File: src/verilog/wdog_pkg.sv
/*
 * Package for the window watchdog: control word layout, reset value,
 * prescaler length and reset pulse timing.
 * Assumes a 200 MHz core clock; the reset pulse cycle count derives from that rate.
 */
`default_nettype none

package wdog_pkg;
    // Control word layout
    localparam int CTRL_WIDTH = 8;
    localparam int ACT_BIT = 7;
    localparam int TOP_BIT = 6;
    localparam int CNT_WIDTH = 7;
    localparam logic [7:0] CTRL_RESET = 8'h7F;
    localparam logic [6:0] CNT_RESET = 7'h7F;
    // Register offset of the control word
    localparam logic [7:0] CTRL_OFFSET = 8'h2E;
    // Machine cycles per countdown step
    localparam int PRESCALE_CYCLES = 16000;
    // Clock rate and reset pulse length
    localparam int CLK_MHZ = 200;
    localparam int PULSE_NS = 30000;
    localparam int PULSE_CYCLES = (PULSE_NS * CLK_MHZ) / 1000;
endpackage : wdog_pkg

`default_nettype wire

File: src/verilog/window_watchdog_timer.sv
/*
 * Window watchdog: 7-bit free-running down-counter behind a machine-cycle
 * prescaler, control word on a plain register port, chip reset request
 * and an active-low reset pin drive.
 * Assumes machine_cycle_i marks CPU machine cycles, halt_i pulses when a
 * halt instruction executes, and option bits are stable from power-up.
 */
// Summary of operation
// - Counter steps down once every 16000 machine cycles via prescaler.
// - Active watchdog resets chip when counter falls from 0x40 to 0x3F.
// - Watchdog reset drives the reset pin low about thirty microseconds.
// - Counter runs while clk_en_i is high; only the reset action depends on activation.
// - Inactive after reset; once active, only a reset deactivates it.
// - Writing activation set with top bit clear gives a software reset.
// - Halt while active resets the chip unless halt option chosen.
// - Halt-without-reset option: halt and active-halt never reset.
// - Hardware option keeps watchdog always active; flag is unused.
// - Timeout programmable in 64 steps of one prescaler period.
// - At 8 MHz, 0xC0 gives 0-2 ms, 0xFF gives 126-128 ms.
// - Bit 7 activation, bits 6:0 counter, reset value 0x7F.
`timescale 1ns/1ps
`default_nettype none

module window_watchdog_timer
    import wdog_pkg::*;
#(
    parameter int PRESCALE = PRESCALE_CYCLES,
    parameter int PULSE = PULSE_CYCLES
)
(
    input wire logic core_clk_i,
    input wire logic rstn_i,
    input wire logic clk_en_i,
    input wire logic machine_cycle_i,
    input wire logic halt_i,
    input wire logic hw_watchdog_option_i,
    input wire logic halt_without_reset_option_i,
    input wire logic [7:0] addr_i,
    input wire logic [7:0] wdata_i,
    input wire logic wr_i,
    input wire logic rd_i,
    output logic [7:0] rdata_o,
    output logic chip_reset_o,
    output logic reset_pin_o,
    output logic reset_pin_oe_o
);

    localparam int PW = $clog2(PRESCALE + 1);
    localparam int QW = $clog2(PULSE + 1);
    localparam logic [PW-1:0] PRE_LAST = PW'(PRESCALE - 1);
    localparam logic [QW-1:0] PULSE_LAST = QW'(PULSE - 1);

    typedef enum logic [0:0] {IDLE, PULSING} pulse_state_t;

    logic [PW-1:0] pre_reg, pre_next;
    logic [CNT_WIDTH-1:0] cnt_reg, cnt_next;
    logic act_reg, act_next;
    logic [7:0] rdata_reg, rdata_next;
    pulse_state_t state_reg, state_next;
    logic [QW-1:0] pulse_reg, pulse_next;
    logic chip_reset_reg, chip_reset_next;
    logic pin_low_reg, pin_low_next;

    logic ctrl_wr;
    logic active_now;
    logic step;
    logic trigger;

    // Control word decode
    assign ctrl_wr = wr_i && (addr_i == CTRL_OFFSET);
    assign active_now = hw_watchdog_option_i || act_reg;

    // Counter, prescaler and activation next values
    always_comb
    begin
        pre_next = pre_reg;
        cnt_next = cnt_reg;
        act_next = act_reg;
        step = 1'b0;
        if (machine_cycle_i)
        begin
            if (pre_reg == PRE_LAST)
            begin
                pre_next = '0;
                step = 1'b1;
            end
            else
            begin
                pre_next = pre_reg + 1'b1;
            end
        end
        if (step)
        begin
            cnt_next = cnt_reg - 1'b1;
        end
        // Low six bits set delay; prescaler phase is left alone
        // Phase kept, so timeout spreads by one step
        if (ctrl_wr)
        begin
            cnt_next = wdata_i[CNT_WIDTH-1:0];
            // Flag only ever sets by write
            if (wdata_i[ACT_BIT])
            begin
                act_next = 1'b1;
            end
        end
    end

    // Reset trigger sources, evaluated on the pre-write state
    always_comb
    begin
        trigger = 1'b0;
        if (active_now && step && !ctrl_wr && cnt_reg[TOP_BIT]
            && !cnt_next[TOP_BIT])
        begin
            trigger = 1'b1;
        end
        if (ctrl_wr && wdata_i[ACT_BIT] == 1'b1 && !wdata_i[TOP_BIT])
        begin
            trigger = 1'b1;
        end
        // Hardware option makes any top-bit-clear write reset
        if (ctrl_wr && hw_watchdog_option_i && !wdata_i[TOP_BIT])
        begin
            trigger = 1'b1;
        end
        if (halt_i && active_now && !halt_without_reset_option_i)
        begin
            trigger = 1'b1;
        end
    end

    // Reset pulse sequencer; a one-cycle request plus a timed pin drive
    always_comb
    begin
        state_next = state_reg;
        pulse_next = pulse_reg;
        chip_reset_next = 1'b0;
        pin_low_next = pin_low_reg;
        case (state_reg)
            IDLE:
            begin
                if (trigger)
                begin
                    state_next = PULSING;
                    pulse_next = '0;
                    chip_reset_next = 1'b1;
                    pin_low_next = 1'b1;
                end
            end
            PULSING:
            begin
                if (pulse_reg == PULSE_LAST)
                begin
                    state_next = IDLE;
                    pin_low_next = 1'b0;
                end
                else
                begin
                    pulse_next = pulse_reg + 1'b1;
                end
            end
            default:
            begin
                state_next = IDLE;
                pin_low_next = 1'b0;
            end
        endcase
    end

    // Read data, valid the cycle after the strobe only
    always_comb
    begin
        rdata_next = 8'h00;
        // Flag in bit 7, counter below
        if (rd_i && addr_i == CTRL_OFFSET)
        begin
            rdata_next = {act_reg, cnt_reg};
        end
    end

    // Registers; the chip reset request loops back through rstn_i
    // Reset clears activation
    always_ff @(posedge core_clk_i or negedge rstn_i)
    begin
        if (!rstn_i)
        begin
            pre_reg <= '0;
            cnt_reg <= CNT_RESET;
            act_reg <= CTRL_RESET[ACT_BIT];
            rdata_reg <= 8'h00;
            state_reg <= IDLE;
            pulse_reg <= '0;
            chip_reset_reg <= 1'b0;
            pin_low_reg <= 1'b0;
        end
        else if (clk_en_i)
        begin
            pre_reg <= pre_next;
            cnt_reg <= cnt_next;
            act_reg <= act_next;
            rdata_reg <= rdata_next;
            state_reg <= state_next;
            pulse_reg <= pulse_next;
            chip_reset_reg <= chip_reset_next;
            pin_low_reg <= pin_low_next;
        end
    end

    assign rdata_o = rdata_reg;
    assign chip_reset_o = chip_reset_reg;
    // Open-drain pin: drive low only while pulsing
    assign reset_pin_o = 1'b0;
    assign reset_pin_oe_o = pin_low_reg;

endmodule : window_watchdog_timer

`default_nettype wire

File: config.mk
export PLATFORM = sky130hd
export DESIGN_NAME = window_watchdog_timer
export DESIGN_NICKNAME = d
export VERILOG_FILES = /design/src/verilog/wdog_pkg.sv /design/src/verilog/window_watchdog_timer.sv
export SDC_FILE = /design/constraint.sdc
export NUM_CORES = 1
export LEC_CHECK = 0
export ABC_AREA = 1
export BUFFER_PORTS_ARGS = -buffer_cell sky130_fd_sc_hd__buf_2
export CAP_MARGIN = 25
export CORE_ASPECT_RATIO = 0.9
export CORE_MARGIN = 1.5
export CORE_UTILIZATION = 45
export DETAILED_ROUTE_END_ITERATION = 6
export PLACE_DENSITY_LB_ADDON = 0.1
export REMOVE_ABC_BUFFERS = 1
export SYNTH_ARGS = -nofsm -noshare
export SYNTH_HDL_FRONTEND = slang
export SYNTH_SLANG_ARGS = --single-unit
File: constraint.sdc
create_clock -name core_clk_i -period 2.1 [get_ports core_clk_i]
set_input_delay 0.42 -clock core_clk_i [delete_from_list [all_inputs] [get_ports core_clk_i]]
set_output_delay 0.42 -clock core_clk_i [all_outputs]
set_load 0.05 [all_outputs]
==> results of run 1 <==
[cell type report]
| cell class | count | area share (%) |
|---|---|---|
| multi-input combinational | 247 | 43.2 |
| sequential | 46 | 37.6 |
| timing repair buffer | 46 | 8.44 |
| inverter | 42 | 5.11 |
| tap | 70 | 2.84 |
| clock buffer | 6 | 2.35 |
| clock inverter | 2 | 0.446 |
[power by group]
| group | switching, mW | leakage, nW | internal (mW) |
|---|---|---|---|
| registers | 0.130 | 0.572 | 0.998 |
| logic | 0.278 | 0.893 | 0.169 |
| clock network | 0.316 | 0.0452 | 0.235 |
[cells in the final DEF (no fill, tap or decap), drive strengths merged]
cell type,Yosys,routed
a21o,1,1
o31ai,10,10
o211ai,1,1
inv,40,40
xnor2,2,2
nand4,4,4
nor4,4,4
nand3,38,38
o22ai,1,1
nand2,88,88
a21oi,14,14
nor2,41,41
a22o,1,1
dfrtp,39,39
a211oi,1,1
nor3b,2,2
ha,3,3
o21a,2,2
nor3,6,6
clkinv,2,4
buf,5,46
clkbuf,2,6
a22oi,3,3
dfstp,7,7
a31oi,4,4
xor2,4,4
conb,1,1
o21ai,12,12
or2,4,4
[worst reg2reg max path, delay by kind of cell (launching register included)]
family / cells / cell delay [ps]
adder cells (fa/ha/maj): 1 / 190
buffers and inverters: 1 / 160
AND/OR/NAND/NOR: 11 / 1090
flip-flops: 1 / 370
[logic make-up (layout without fill, tap and decap cells)]
group                      count (synthesis)  count (layout)  synth area share (%)
buffers and inverters                     49              96                  7.96
xor gates and xnor gates                   6               6                  1.95
adders and majority gates                  3               3                  1.40
and+or+nand+nor                          187             187                  34.1
DFF                                       46              46                  43.1
AOI/OAI and AO/OA                         50              50                  11.4
other                                      1               1                 0.139
[through the flow]
| step | hold WS [ps] | worst slack, ps | total power, mW | util (%) | cell area [um^2] |
|---|---|---|---|---|---|
| floorplan | 124 | 343 | 1.43 | - | 2630 |
| global placement | 418 | 176 | 1.58 | 51.8 | 2970 |
| detailed placement | 419 | 121 | 1.58 | 51.8 | 2970 |
| CTS | 70.7 | 79.5 | 2.14 | 53.3 | 3050 |
| global route | 87.9 | 20.2 | 2.27 | 53.9 | 3080 |
| finish | 56.5 | 194 | 2.13 | 53.9 | 3080 |
[worst min-delay path by stage]
stage	to	cells after the start	slack [ps]
floorplan	act_reg$_DFFE_PN0P_	0	120
global placement	rdata_o[2]$_DFFE_PN0P_	1	420
detailed placement	rdata_o[2]$_DFFE_PN0P_	1	420
CTS	rdata_o[2]$_DFFE_PN0P_	1	70
global route	rdata_o[2]$_DFFE_PN0P_	1	90
finish	rdata_o[2]$_DFFE_PN0P_	1	60
[per-layer routing]
metal	routed length [um]	track usage (%)	vias up
met5	0	0	-
met4	76	5.81	0
met3	316	4.01	8
met2	2470	29.8	58
met1	3010	28.2	1097
li1	-	-	1213
[timing repair]
action,4_1_cts,5_1_grt
resized for setup,0,5
setup buffers,0,2
setup endpoints to repair,0,11
hold buffers,0,0
==> reports/qor.log, run 1 <==
qor: synthesis.ys_seq_elements 46
qor: cells_and_area.final-seq-area 0.00116 mm^2
qor: worst_setup_path.critPathMaxFanout 11
qor: worst_setup_path.timing.critical_path.slowest_cell_delay 370 ps
qor: cells_and_area.area_added_between_synthesis_and_finish 14.7%
qor: clock_tree.cts_htree_levels 2
qor: sta.final_period_minus_worst_setup_slack 1910 ps
qor: sta.setup-violations-final 0
qor: sta.final.setup_skew 12.9 ps
qor: worst_setup_path.crit_path_start cnt_reg[1]$_DFFE_PN1P_
qor: synthesis.synth_ff_type dfrtp_1
qor: worst_setup_path.r2r-end pulse_reg[10]$_DFFE_PN0P_
qor: synthesis.synth_area_per_cell 7.86 um^2
qor: grt.grt_start_max_net_pins 23
qor: worst_setup_path.cp.required 2300 ps
qor: routing.detail_route.first_pass.iterations 4
qor: clock_tree.tritoncts.num_buffers 5
qor: synthesis.synth_top_area_share 36.3%
qor: floorplan.die_h 76.3 um
qor: clock_tree.cts_tree done
qor: worst_setup_path.critical_path_capture_point_type register
qor: synthesis.syn_inst 342
qor: grt.vias_in_the_first_global_route 2,247
qor: floorplan.coreArea 0.00573 mm^2
qor: power.powerDensity 689 mW/mm^2
qor: synthesis.synth_enable_flop_cells 0
qor: routing.via_per_inst 5.18
qor: floorplan.floorplan.die.width 84.5 um
qor: worst_setup_path.slowest_stage dfstp_2
qor: power.vdd.ir_drop.worst 0.000485 V
qor: cells_and_area.largest_register_ffs 14
qor: synthesis.synth_seq_area_share 43.1%
qor: placement.placed_cells_incl_taps 449
qor: worst_setup_path.ff2ff_setup_slack 190 ps
qor: clock_tree.cts_max_path_buffers 2
qor: floorplan.floorplan.die_area 0.00645 mm^2
qor: floorplan.std_cell_rows 26
qor: cells_and_area.fin_nets 416
qor: worst_setup_path.regToRegStartpoint cnt_reg[1]$_DFFE_PN1P_
qor: routing.routed-via-count 2,376
qor: synthesis.synthTopCellsByArea dfrtp_1, nand2_1, dfstp_2
qor: floorplan.initial_core_util 47.0%
qor: run.maxCapViolations 0
qor: worst_setup_path.worstSetupPathDepth 13
qor: synthesis.synthDistinctLibCells 42
qor: clock_tree.cts.root.buffer_cell clkbuf_8
qor: power.power.leakage 1.51 nW
qor: sta.achievable-frequency 0.525 GHz
qor: placement.placement.io_buffers 34
qor: clock_tree.clock_slew_seen_by_the_registers_of_the_worst_setup_and_hold_paths 90 ps
qor: worst_setup_path.crit_top_cell nand2_1
qor: grt.globalRoute.totalOverflow 0
qor: worst_setup_path.cell_chain_of_the_critical_path inv_1 -> ha_4 -> nand2_1 -> nor2_1 -> nand3_1 -> nand2_1 -> nand3_1 -> nand3_2 -> nand2_2 -> nand2_4 -> nand2_4 -> nand2_2 -> nand2_1
qor: floorplan.ioPinCount 36
qor: cells_and_area.filler_cell_count 561
qor: sta.timing_hold_violations_final 0
qor: routing.wl 5870 um
qor: routing.detail-route-antenna-nets 0
qor: routing.remaining_drc_errors 0
qor: sta.fin_tns_setup 0 ps
qor: cells_and_area.antenna-diode-count 0
qor: cells_and_area.multi_input_comb_area 0.00133 mm^2
qor: placement.routabilityCongestion 0.828
qor: grt.track_usage 19.6%
qor: synthesis.async_set_reset_flop_share_out_of_synthesis 100%
qor: cells_and_area.final_layout_size_suffix_gt1_share 25.7%
qor: synthesis.commonest_cells_in_the_synthesized_netlist nand2_1, dfrtp_1, inv_1
qor: sta.timing_max_transition_violations_final 0
qor: synthesis.most_frequent_cell_after_synthesis nand2_1
qor: routing.routed_wire_length_per_instance 12.8 um
qor: worst_setup_path.cp-endpoint pulse_reg[10]$_DFFE_PN0P_
qor: grt.antenna_violations_before_repair 0
qor: grt.wire_length_of_the_first_global_routing_pass 10,300 um
qor: routing.first_iter_violations 102
qor: sta.period_share 90.8%
qor: worst_setup_path.critical-path-top-delay-family simple AND/OR/NAND/NOR gates
qor: clock_tree.worst_skew_pair.late_latency 310 ps
qor: worst_setup_path.buf_inv_stages_crit_path 1
qor: placement.detailedPlacementHpwl 4360 um
qor: synthesis.yosys_warnings 0
qor: cells_and_area.final_cells 459
qor: run_status.status finished, final reports clean
qor: clock_tree.clock_sinks 46
qor: worst_setup_path.worstSetupStartpointType register
qor: worst_setup_path.cp_arrival 2110 ps
qor: worst_setup_path.setup.worst_path.class reg -> reg
qor: sta.grt_setup_unrepaired false
qor: min_path.hold_class in -> async
qor: synthesis.syn_area 0.00269 mm^2
qor: synthesis.synth_top_area_cell dfrtp_1
qor: worst_setup_path.timing.reg2reg.worst_path_depth 13
(Power assumes the default switching activity.)
==> inputs of run 2 (changes only) <==
--- a/config.mk
+++ b/config.mk
@@ -10,8 +10,10 @@
 export CAP_MARGIN = 25
 export CORE_ASPECT_RATIO = 0.9
 export CORE_MARGIN = 1.5
-export CORE_UTILIZATION = 45
+export CORE_UTILIZATION = 40
+export CTS_BUF_LIST = sky130_fd_sc_hd__clkbuf_8
 export DETAILED_ROUTE_END_ITERATION = 6
+export GPL_ROUTABILITY_DRIVEN = 0
 export PLACE_DENSITY_LB_ADDON = 0.1
 export REMOVE_ABC_BUFFERS = 1
 export SYNTH_ARGS = -nofsm -noshare
==> run 2 against run 1 <==
Power barely moved. Sequential power barely moved. Clock power rose by 1%. Design area rose by 1.4%. Via count fell by 1.8%. Clock skew rose by 0.75 ps. Critical path type unchanged. Critical endpoint is now pulse_reg[5]$_DFFE_PN0P_. Largest power group unchanged.
==> reports/qor.log, run 2 (synthesized netlist as in run 1, its figures left out) <==
qor: routing.first_iter_violations 138
qor: sta.hold-worst-slack 334 ps
qor: grt.grt_start_max_net_pins 45
qor: grt.wire_length_of_the_first_global_routing_pass 10,200 um
qor: grt.vias_in_the_first_global_route 2,259
qor: placement.placement.io_buffers 34
qor: cells_and_area.largest_register_ffs 14
qor: sta.grt_setup_unrepaired false
qor: worst_setup_path.timing.critical_path.slowest_cell_delay 410 ps
qor: worst_setup_path.cell_chain_of_the_critical_path ha_2 -> nand3_1 -> inv_1 -> nand2_2 -> nor2_4 -> nand3_4 -> nor2_4 -> nand3_2 -> nand2_2 -> nand2_4 -> buf_4 -> nand3_1 -> nand2_1
qor: worst_setup_path.cp.required 2310 ps
qor: routing.via_per_inst 4.85
qor: power.powerDensity 679 mW/mm^2
qor: power.fin_total_pwr 2.13 mW
qor: sta.achievable-frequency 0.524 GHz
qor: routing.detail-route-antenna-nets 0
qor: routing.wl 5890 um
qor: power.internal-power 1.40 mW
qor: routing.detail_route.first_pass.iterations 4
qor: routing.routed_wire_length_per_instance 12.2 um
qor: clock_tree.tritoncts.num_buffers 5
qor: sta.period_share 90.9%
qor: sta.fin_tns_setup 0 ps
qor: floorplan.floorplan.die.width 89.4 um
qor: run.maxCapViolations 0
qor: worst_setup_path.cp_arrival 2120 ps
qor: power.comb_power_share 20.7%
qor: floorplan.initial_core_util 41.0%
qor: power.sw_frac_of_total 34.0%
qor: cells_and_area.fin_nets 418
qor: power.vdd.ir_drop.worst 0.000365 V
qor: worst_setup_path.slowest_stage dfrtp_1
qor: power.power.switching 723 uW
qor: worst_setup_path.critical_path_capture_point_type register
qor: worst_setup_path.worstSetupStartpointType register
qor: clock_tree.clock_slew_seen_by_the_registers_of_the_worst_setup_and_hold_paths 100 ps
qor: cells_and_area.filler_cell_count 657
qor: grt.grt_most_used_layer met2
qor: worst_setup_path.setup.worst_path.class reg -> reg
qor: run_status.status finished, final reports clean
qor: sta.final.setup_skew 13.6 ps
qor: floorplan.ioPinCount 36
qor: power.pwr-share-seq 53.0%
qor: placement.detailedPlacementHpwl 4300 um
qor: cells_and_area.layout.cells.most_common nand2_1
qor: clock_tree.cts_tree done
qor: sta.timing_hold_violations_final 0
qor: cells_and_area.final_layout_size_suffix_gt1_share 25.6%
qor: clock_tree.clock_sinks 46
qor: floorplan.std_cell_rows 28
qor: clock_tree.cts.root.buffer_cell clkbuf_8
qor: sta.setup-violations-final 0
qor: placement.placed_cell_area 0.00303 mm^2
qor: clock_tree.cts_htree_levels 2
qor: min_path.hold_class in -> reg
qor: power.power.clock.fraction 26.3%
qor: cells_and_area.area_added_between_synthesis_and_finish 16.3%
qor: floorplan.floorplan.die_area 0.00722 mm^2
qor: worst_setup_path.critPathMaxFanout 11
qor: clock_tree.worst_skew_pair.late_latency 310 ps
qor: power.power.leakage 1.53 nW
qor: clock_tree.cts_max_path_buffers 2
qor: routing.routed-via-count 2,333
qor: grt.gr-usage-met2 28.9%
qor: grt.use_met3 3.66%
qor: sta.timing_max_transition_violations_final 0
qor: sta.final_period_minus_worst_setup_slack 1910 ps
qor: grt.track_usage 18.1%
qor: cells_and_area.multi_input_comb_area 0.00132 mm^2
qor: clock_tree.post_cts_buffers 0
qor: floorplan.coreArea 0.00655 mm^2
qor: grt.globalRoute.totalOverflow 0
qor: floorplan.die_h 80.8 um
qor: grt.met1_usage 24.8%
qor: grt.antenna_violations_before_repair 0
qor: cells_and_area.antenna-diode-count 0
qor: cells_and_area.stdcell_area 0.00313 mm^2
qor: routing.remaining_drc_errors 0
qor: cells_and_area.layout.cells.most_common_list nand2_1, dfrtp_1, inv_1
qor: cells_and_area.final-seq-area 0.00116 mm^2
## run 2: cell count changes in the layout (fill, tap and decap cells not counted), sizes merged
| cell | change |
|---|---|
| buf | +1 |
| clkbuf | -1 |
| dlygate4sd3 | +1 |
| inv | +1 |
## run 2: critical path, delay by kind of cell, from the launching register on
family,cells,cell delay (ps)
adder cells (fa/ha/maj),1,230
buffers and inverters,2,270
flip-flops,1,410
AND/OR/NAND/NOR,10,910
## run 2: metal layers
layer / part of all wire (%) / vias to the layer above
met3: 5.2 / 7
met2: 42 / 48
li1: - / 1221
met5: 0 / -
met4: 1.0 / 0
met1: 51 / 1057
## run 2: cell type report
type | instances | share of cell area [%]
sequential | 46 | 37.1
clock buffer | 5 | 2.20
clock inverter | 3 | 0.600
inverter | 42 | 5.04
tap | 90 | 3.60
timing repair buffer | 48 | 9.28
multi-input combinational | 247 | 42.2
## run 2: power by group through the flow
stage	logic, mW	registers (mW)	clock network (mW)
floorplan	0.304	1.12	0
global placement	0.437	1.14	0
detailed placement	0.441	1.14	0
CTS	0.442	1.13	0.591
global route	0.509	1.14	0.610
finish	0.440	1.13	0.558
## run 2: path summary, 6_finish.rpt
kind,from,end,slack [ps],cells after the start
worst max-delay path,pre_reg[0]$_DFFE_PN0P_,pulse_reg[5]$_DFFE_PN0P_,190,13
worst min-delay path,clk_en_i,cnt_reg[6]$_DFFE_PN1P_,330,2
worst max register to register,pre_reg[0]$_DFFE_PN0P_,pulse_reg[5]$_DFFE_PN0P_,190,13
worst min register to register,rdata_o[5]$_DFFE_PN0P_,rdata_o[5]$_DFFE_PN0P_,480,2
max in group asynchronous,rstn_i,cnt_reg[4]$_DFFE_PN1P_,1160,3
min in group asynchronous,rstn_i,rdata_o[1]$_DFFE_PN0P_,440,2
## run 2: what timing repair did
item	CTS	global route
resized for setup	0	2
setup endpoints to repair	0	2
hold buffers	1	0
hold endpoints to repair	2	0
## run 2: stage by stage
| step | utilization [%] | cells | setup WS (ps) |
|---|---|---|---|
| after floorplan | - | 335 | 343 |
| after global placement | 46.2 | 472 | 211 |
| after detailed placement | 46.2 | 472 | 191 |
| after CTS | 47.7 | 481 | 172 |
| after global routing | 47.7 | 481 | 4.58 |
| final | 47.7 | 481 | 191 |
==> inputs of run 3 (changes only) <==
--- a/config.mk
+++ b/config.mk
@@ -13,7 +13,7 @@
 export CORE_UTILIZATION = 40
 export CTS_BUF_LIST = sky130_fd_sc_hd__clkbuf_8
 export DETAILED_ROUTE_END_ITERATION = 6
-export GPL_ROUTABILITY_DRIVEN = 0
+export GPL_ROUTABILITY_DRIVEN = 1
 export PLACE_DENSITY_LB_ADDON = 0.1
 export REMOVE_ABC_BUFFERS = 1
 export SYNTH_ARGS = -nofsm -noshare
==> constraint.sdc (replaced) <==
create_clock -name core_clk_i -period 2.3 [get_ports core_clk_i]
set_input_delay 0.46 -clock core_clk_i [delete_from_list [all_inputs] [get_ports core_clk_i]]
set_output_delay 0.46 -clock core_clk_i [all_outputs]
set_load 0.05 [all_outputs]
==> run 3 against run 2 <==
Fmax decreased by 3.4%. Sequential share of layout area up 0.42 points. First-iteration DRC count decreased by 25%. Clock power rose by 3%. Die area did not move. Setup slack better by 130 ps. Clock-buffer cell count grew 3. Design area down 1.1%. Core utilization shrank 0.53 points. Largest power group unchanged. Highest routed layer unchanged.
==> reports/qor.log, run 3 (synthesized netlist as in run 1, its figures left out) <==
qor: routing.met2RoutedLength 2320 um
qor: power.power.switching 626 uW
qor: cells_and_area.layout.cells.most_common nand2_1
qor: routing.first_iter_violations 103
qor: power.sw_frac_of_total 31.5%
qor: floorplan.floorplan.die.width 89.4 um
qor: worst_setup_path.cell_chain_of_the_critical_path ha_1 -> nand3_1 -> inv_1 -> nand2_2 -> nor2_4 -> nand3_4 -> nor2_4 -> nand3_2 -> nand2_2 -> nand2_4 -> nand2_4 -> nand2_1 -> nand2_1
qor: routing.detail_route.first_pass.iterations 4
qor: grt.globalRoute.totalOverflow 0
qor: clock_tree.cts_hold_buffers 0
qor: worst_setup_path.timing.critical_path.slowest_cell_delay 390 ps
qor: cells_and_area.area_added_between_synthesis_and_finish 15.0%
qor: sta.achievable-frequency 0.506 GHz
qor: worst_setup_path.critical-path-top-delay-family simple AND/OR/NAND/NOR gates
qor: power.internal-power 1.37 mW
qor: routing.via_per_inst 4.81
qor: placement.detailedPlacementHpwl 4210 um
qor: placement.placement.io_buffers 34
qor: grt.track_usage 17.3%
qor: grt.wire_length_of_the_first_global_routing_pass 9740 um
qor: clock_tree.clock_slew_seen_by_the_registers_of_the_worst_setup_and_hold_paths 80 ps
qor: sta.worst_slack 324 ps
qor: cells_and_area.final_layout_size_suffix_gt1_share 24.4%
qor: placement.placed_cells_incl_taps 468
qor: grt.antenna_violations_before_repair 0
qor: clock_tree.worst_skew_pair.late_latency 300 ps
qor: routing.met1_length 2980 um
qor: cells_and_area.largest_register_ffs 14
qor: floorplan.coreArea 0.00655 mm^2
qor: power.vdd.ir_drop.worst 0.000430 V
qor: floorplan.initial_core_util 41.0%
qor: clock_tree.clock_sinks 46
qor: power.powerDensity 644 mW/mm^2
qor: cells_and_area.filler_cell_count 677
qor: cells_and_area.fin_nets 413
qor: sta.slew_headroom 56.2%
qor: clock_tree.cts_tree done
qor: clock_tree.post_cts_buffers 0
qor: placement.routabilityCongestion 0.826
qor: sta.final_period_minus_worst_setup_slack 1980 ps
qor: placement.placement.setup.worst_slack 284 ps
qor: grt.vias_in_the_first_global_route 2,141
qor: cells_and_area.antenna-diode-count 0
qor: floorplan.ioPinCount 36
qor: run.maxCapViolations 0
qor: clock_tree.cts_htree_levels 2
qor: sta.fin_tns_setup 0 ps
qor: routing.routed_wire_length_per_instance 11.8 um
qor: worst_setup_path.cp.required 2550 ps
qor: floorplan.std_cell_rows 28
qor: worst_setup_path.critical_path_capture_point_type register
qor: power.comb_power_share 19.8%
qor: routing.highest-signal-layer met4
qor: grt.grt_start_max_net_pins 30
qor: sta.timing_max_transition_violations_final 0
qor: power.power.clock.fraction 28.8%
qor: routing.route.met3.wl 235 um
qor: worst_setup_path.worstSetupStartpointType register
qor: worst_setup_path.slowest_stage dfrtp_1
qor: clock_tree.post_cts_resized 0
qor: sta.setup-violations-final 0
qor: worst_setup_path.setup.worst_path.class reg -> reg
qor: power.fin_total_pwr 1.99 mW
qor: routing.detail-route-antenna-nets 0
qor: cells_and_area.final_cells 476
qor: floorplan.floorplan.die_area 0.00722 mm^2
qor: clock_tree.cts.root.buffer_cell clkbuf_8
qor: min_path.hold_class in -> async
qor: routing.remaining_drc_errors 0
qor: run_status.status finished, final reports clean
qor: cells_and_area.layout.cells.most_common_list nand2_1, dfrtp_1, inv_1
qor: power.pwr-share-seq 51.4%
qor: routing.routed-via-count 2,291
qor: sta.period_share 85.9%
qor: sta.final.setup_skew 6.50 ps
qor: worst_setup_path.critPathMaxFanout 17
qor: worst_setup_path.buf_inv_stages_crit_path 1
qor: routing.wl 5620 um
qor: floorplan.die_h 80.8 um
qor: worst_setup_path.cp_arrival 2220 ps
qor: clock_tree.tritoncts.num_buffers 5
qor: power.power.leakage 1.51 nW
qor: sta.grt_setup_unrepaired false
qor: sta.worst-slew-pin-transition 656 ps
qor: sta.timing_hold_violations_final 0
qor: clock_tree.cts_max_path_buffers 2
==> run 3: worst paths after layout <==
path | start | endpoint | slack, ps | depth (start not counted)
worst max-delay path | pre_reg[0]$_DFFE_PN0P_ | pulse_reg[3]$_DFFE_PN0P_ | 320 | 13
worst min-delay path | rstn_i | rdata_o[0]$_DFFE_PN0P_ | 180 | 1
worst max register to register | pre_reg[0]$_DFFE_PN0P_ | pulse_reg[3]$_DFFE_PN0P_ | 320 | 13
worst min register to register | chip_reset_o$_DFFE_PN0P_ | chip_reset_o$_DFFE_PN0P_ | 480 | 2
max in group asynchronous | rstn_i | pulse_reg[1]$_DFFE_PN0P_ | 1510 | 2
min in group core_clk_i | wdata_i[7] | act_reg$_DFFE_PN0P_ | 440 | 3
==> run 3: power by group through the flow <==
stage | registers, mW | logic (mW) | clock network (mW)
2_1_floorplan | 1.03 | 0.277 | 0
3_3_place_gp | 1.04 | 0.392 | 0
3_5_place_dp | 1.04 | 0.398 | 0
4_1_cts | 1.02 | 0.400 | 0.597
5_1_grt | 1.04 | 0.461 | 0.623
6_report | 1.02 | 0.394 | 0.573
==> run 3: layout make-up <==
class / instances / area, um^2 / area share, %
clock buffers: 8 / 110 / 3.56
inverters: 42 / 158 / 5.10
multi-input cells: 247 / 1320 / 42.5
flip-flops and latches: 46 / 1160 / 37.5
well taps: 90 / 113 / 3.64
repair buffers: 43 / 238 / 7.69
==> run 3: per-layer routing <==
layer	vias up	GRT usage, %
met1	1026	25.2
met3	7	3.46
li1	1215	-
met5	-	0
met2	43	25.3
met4	0	6.46
==> run 3: metrics by stage <==
| stage | area [um^2] | hold slack [ps] | utilization [%] |
|---|---|---|---|
| 5_1_grt | 3090 | 229 | 47.2 |
| 6_report | 3090 | 179 | 47.2 |
| 3_3_place_gp | 2980 | 463 | 45.5 |
| 3_5_place_dp | 2980 | 464 | 45.5 |
| 2_1_floorplan | 2630 | 164 | - |
| 4_1_cts | 3090 | 191 | 47.2 |
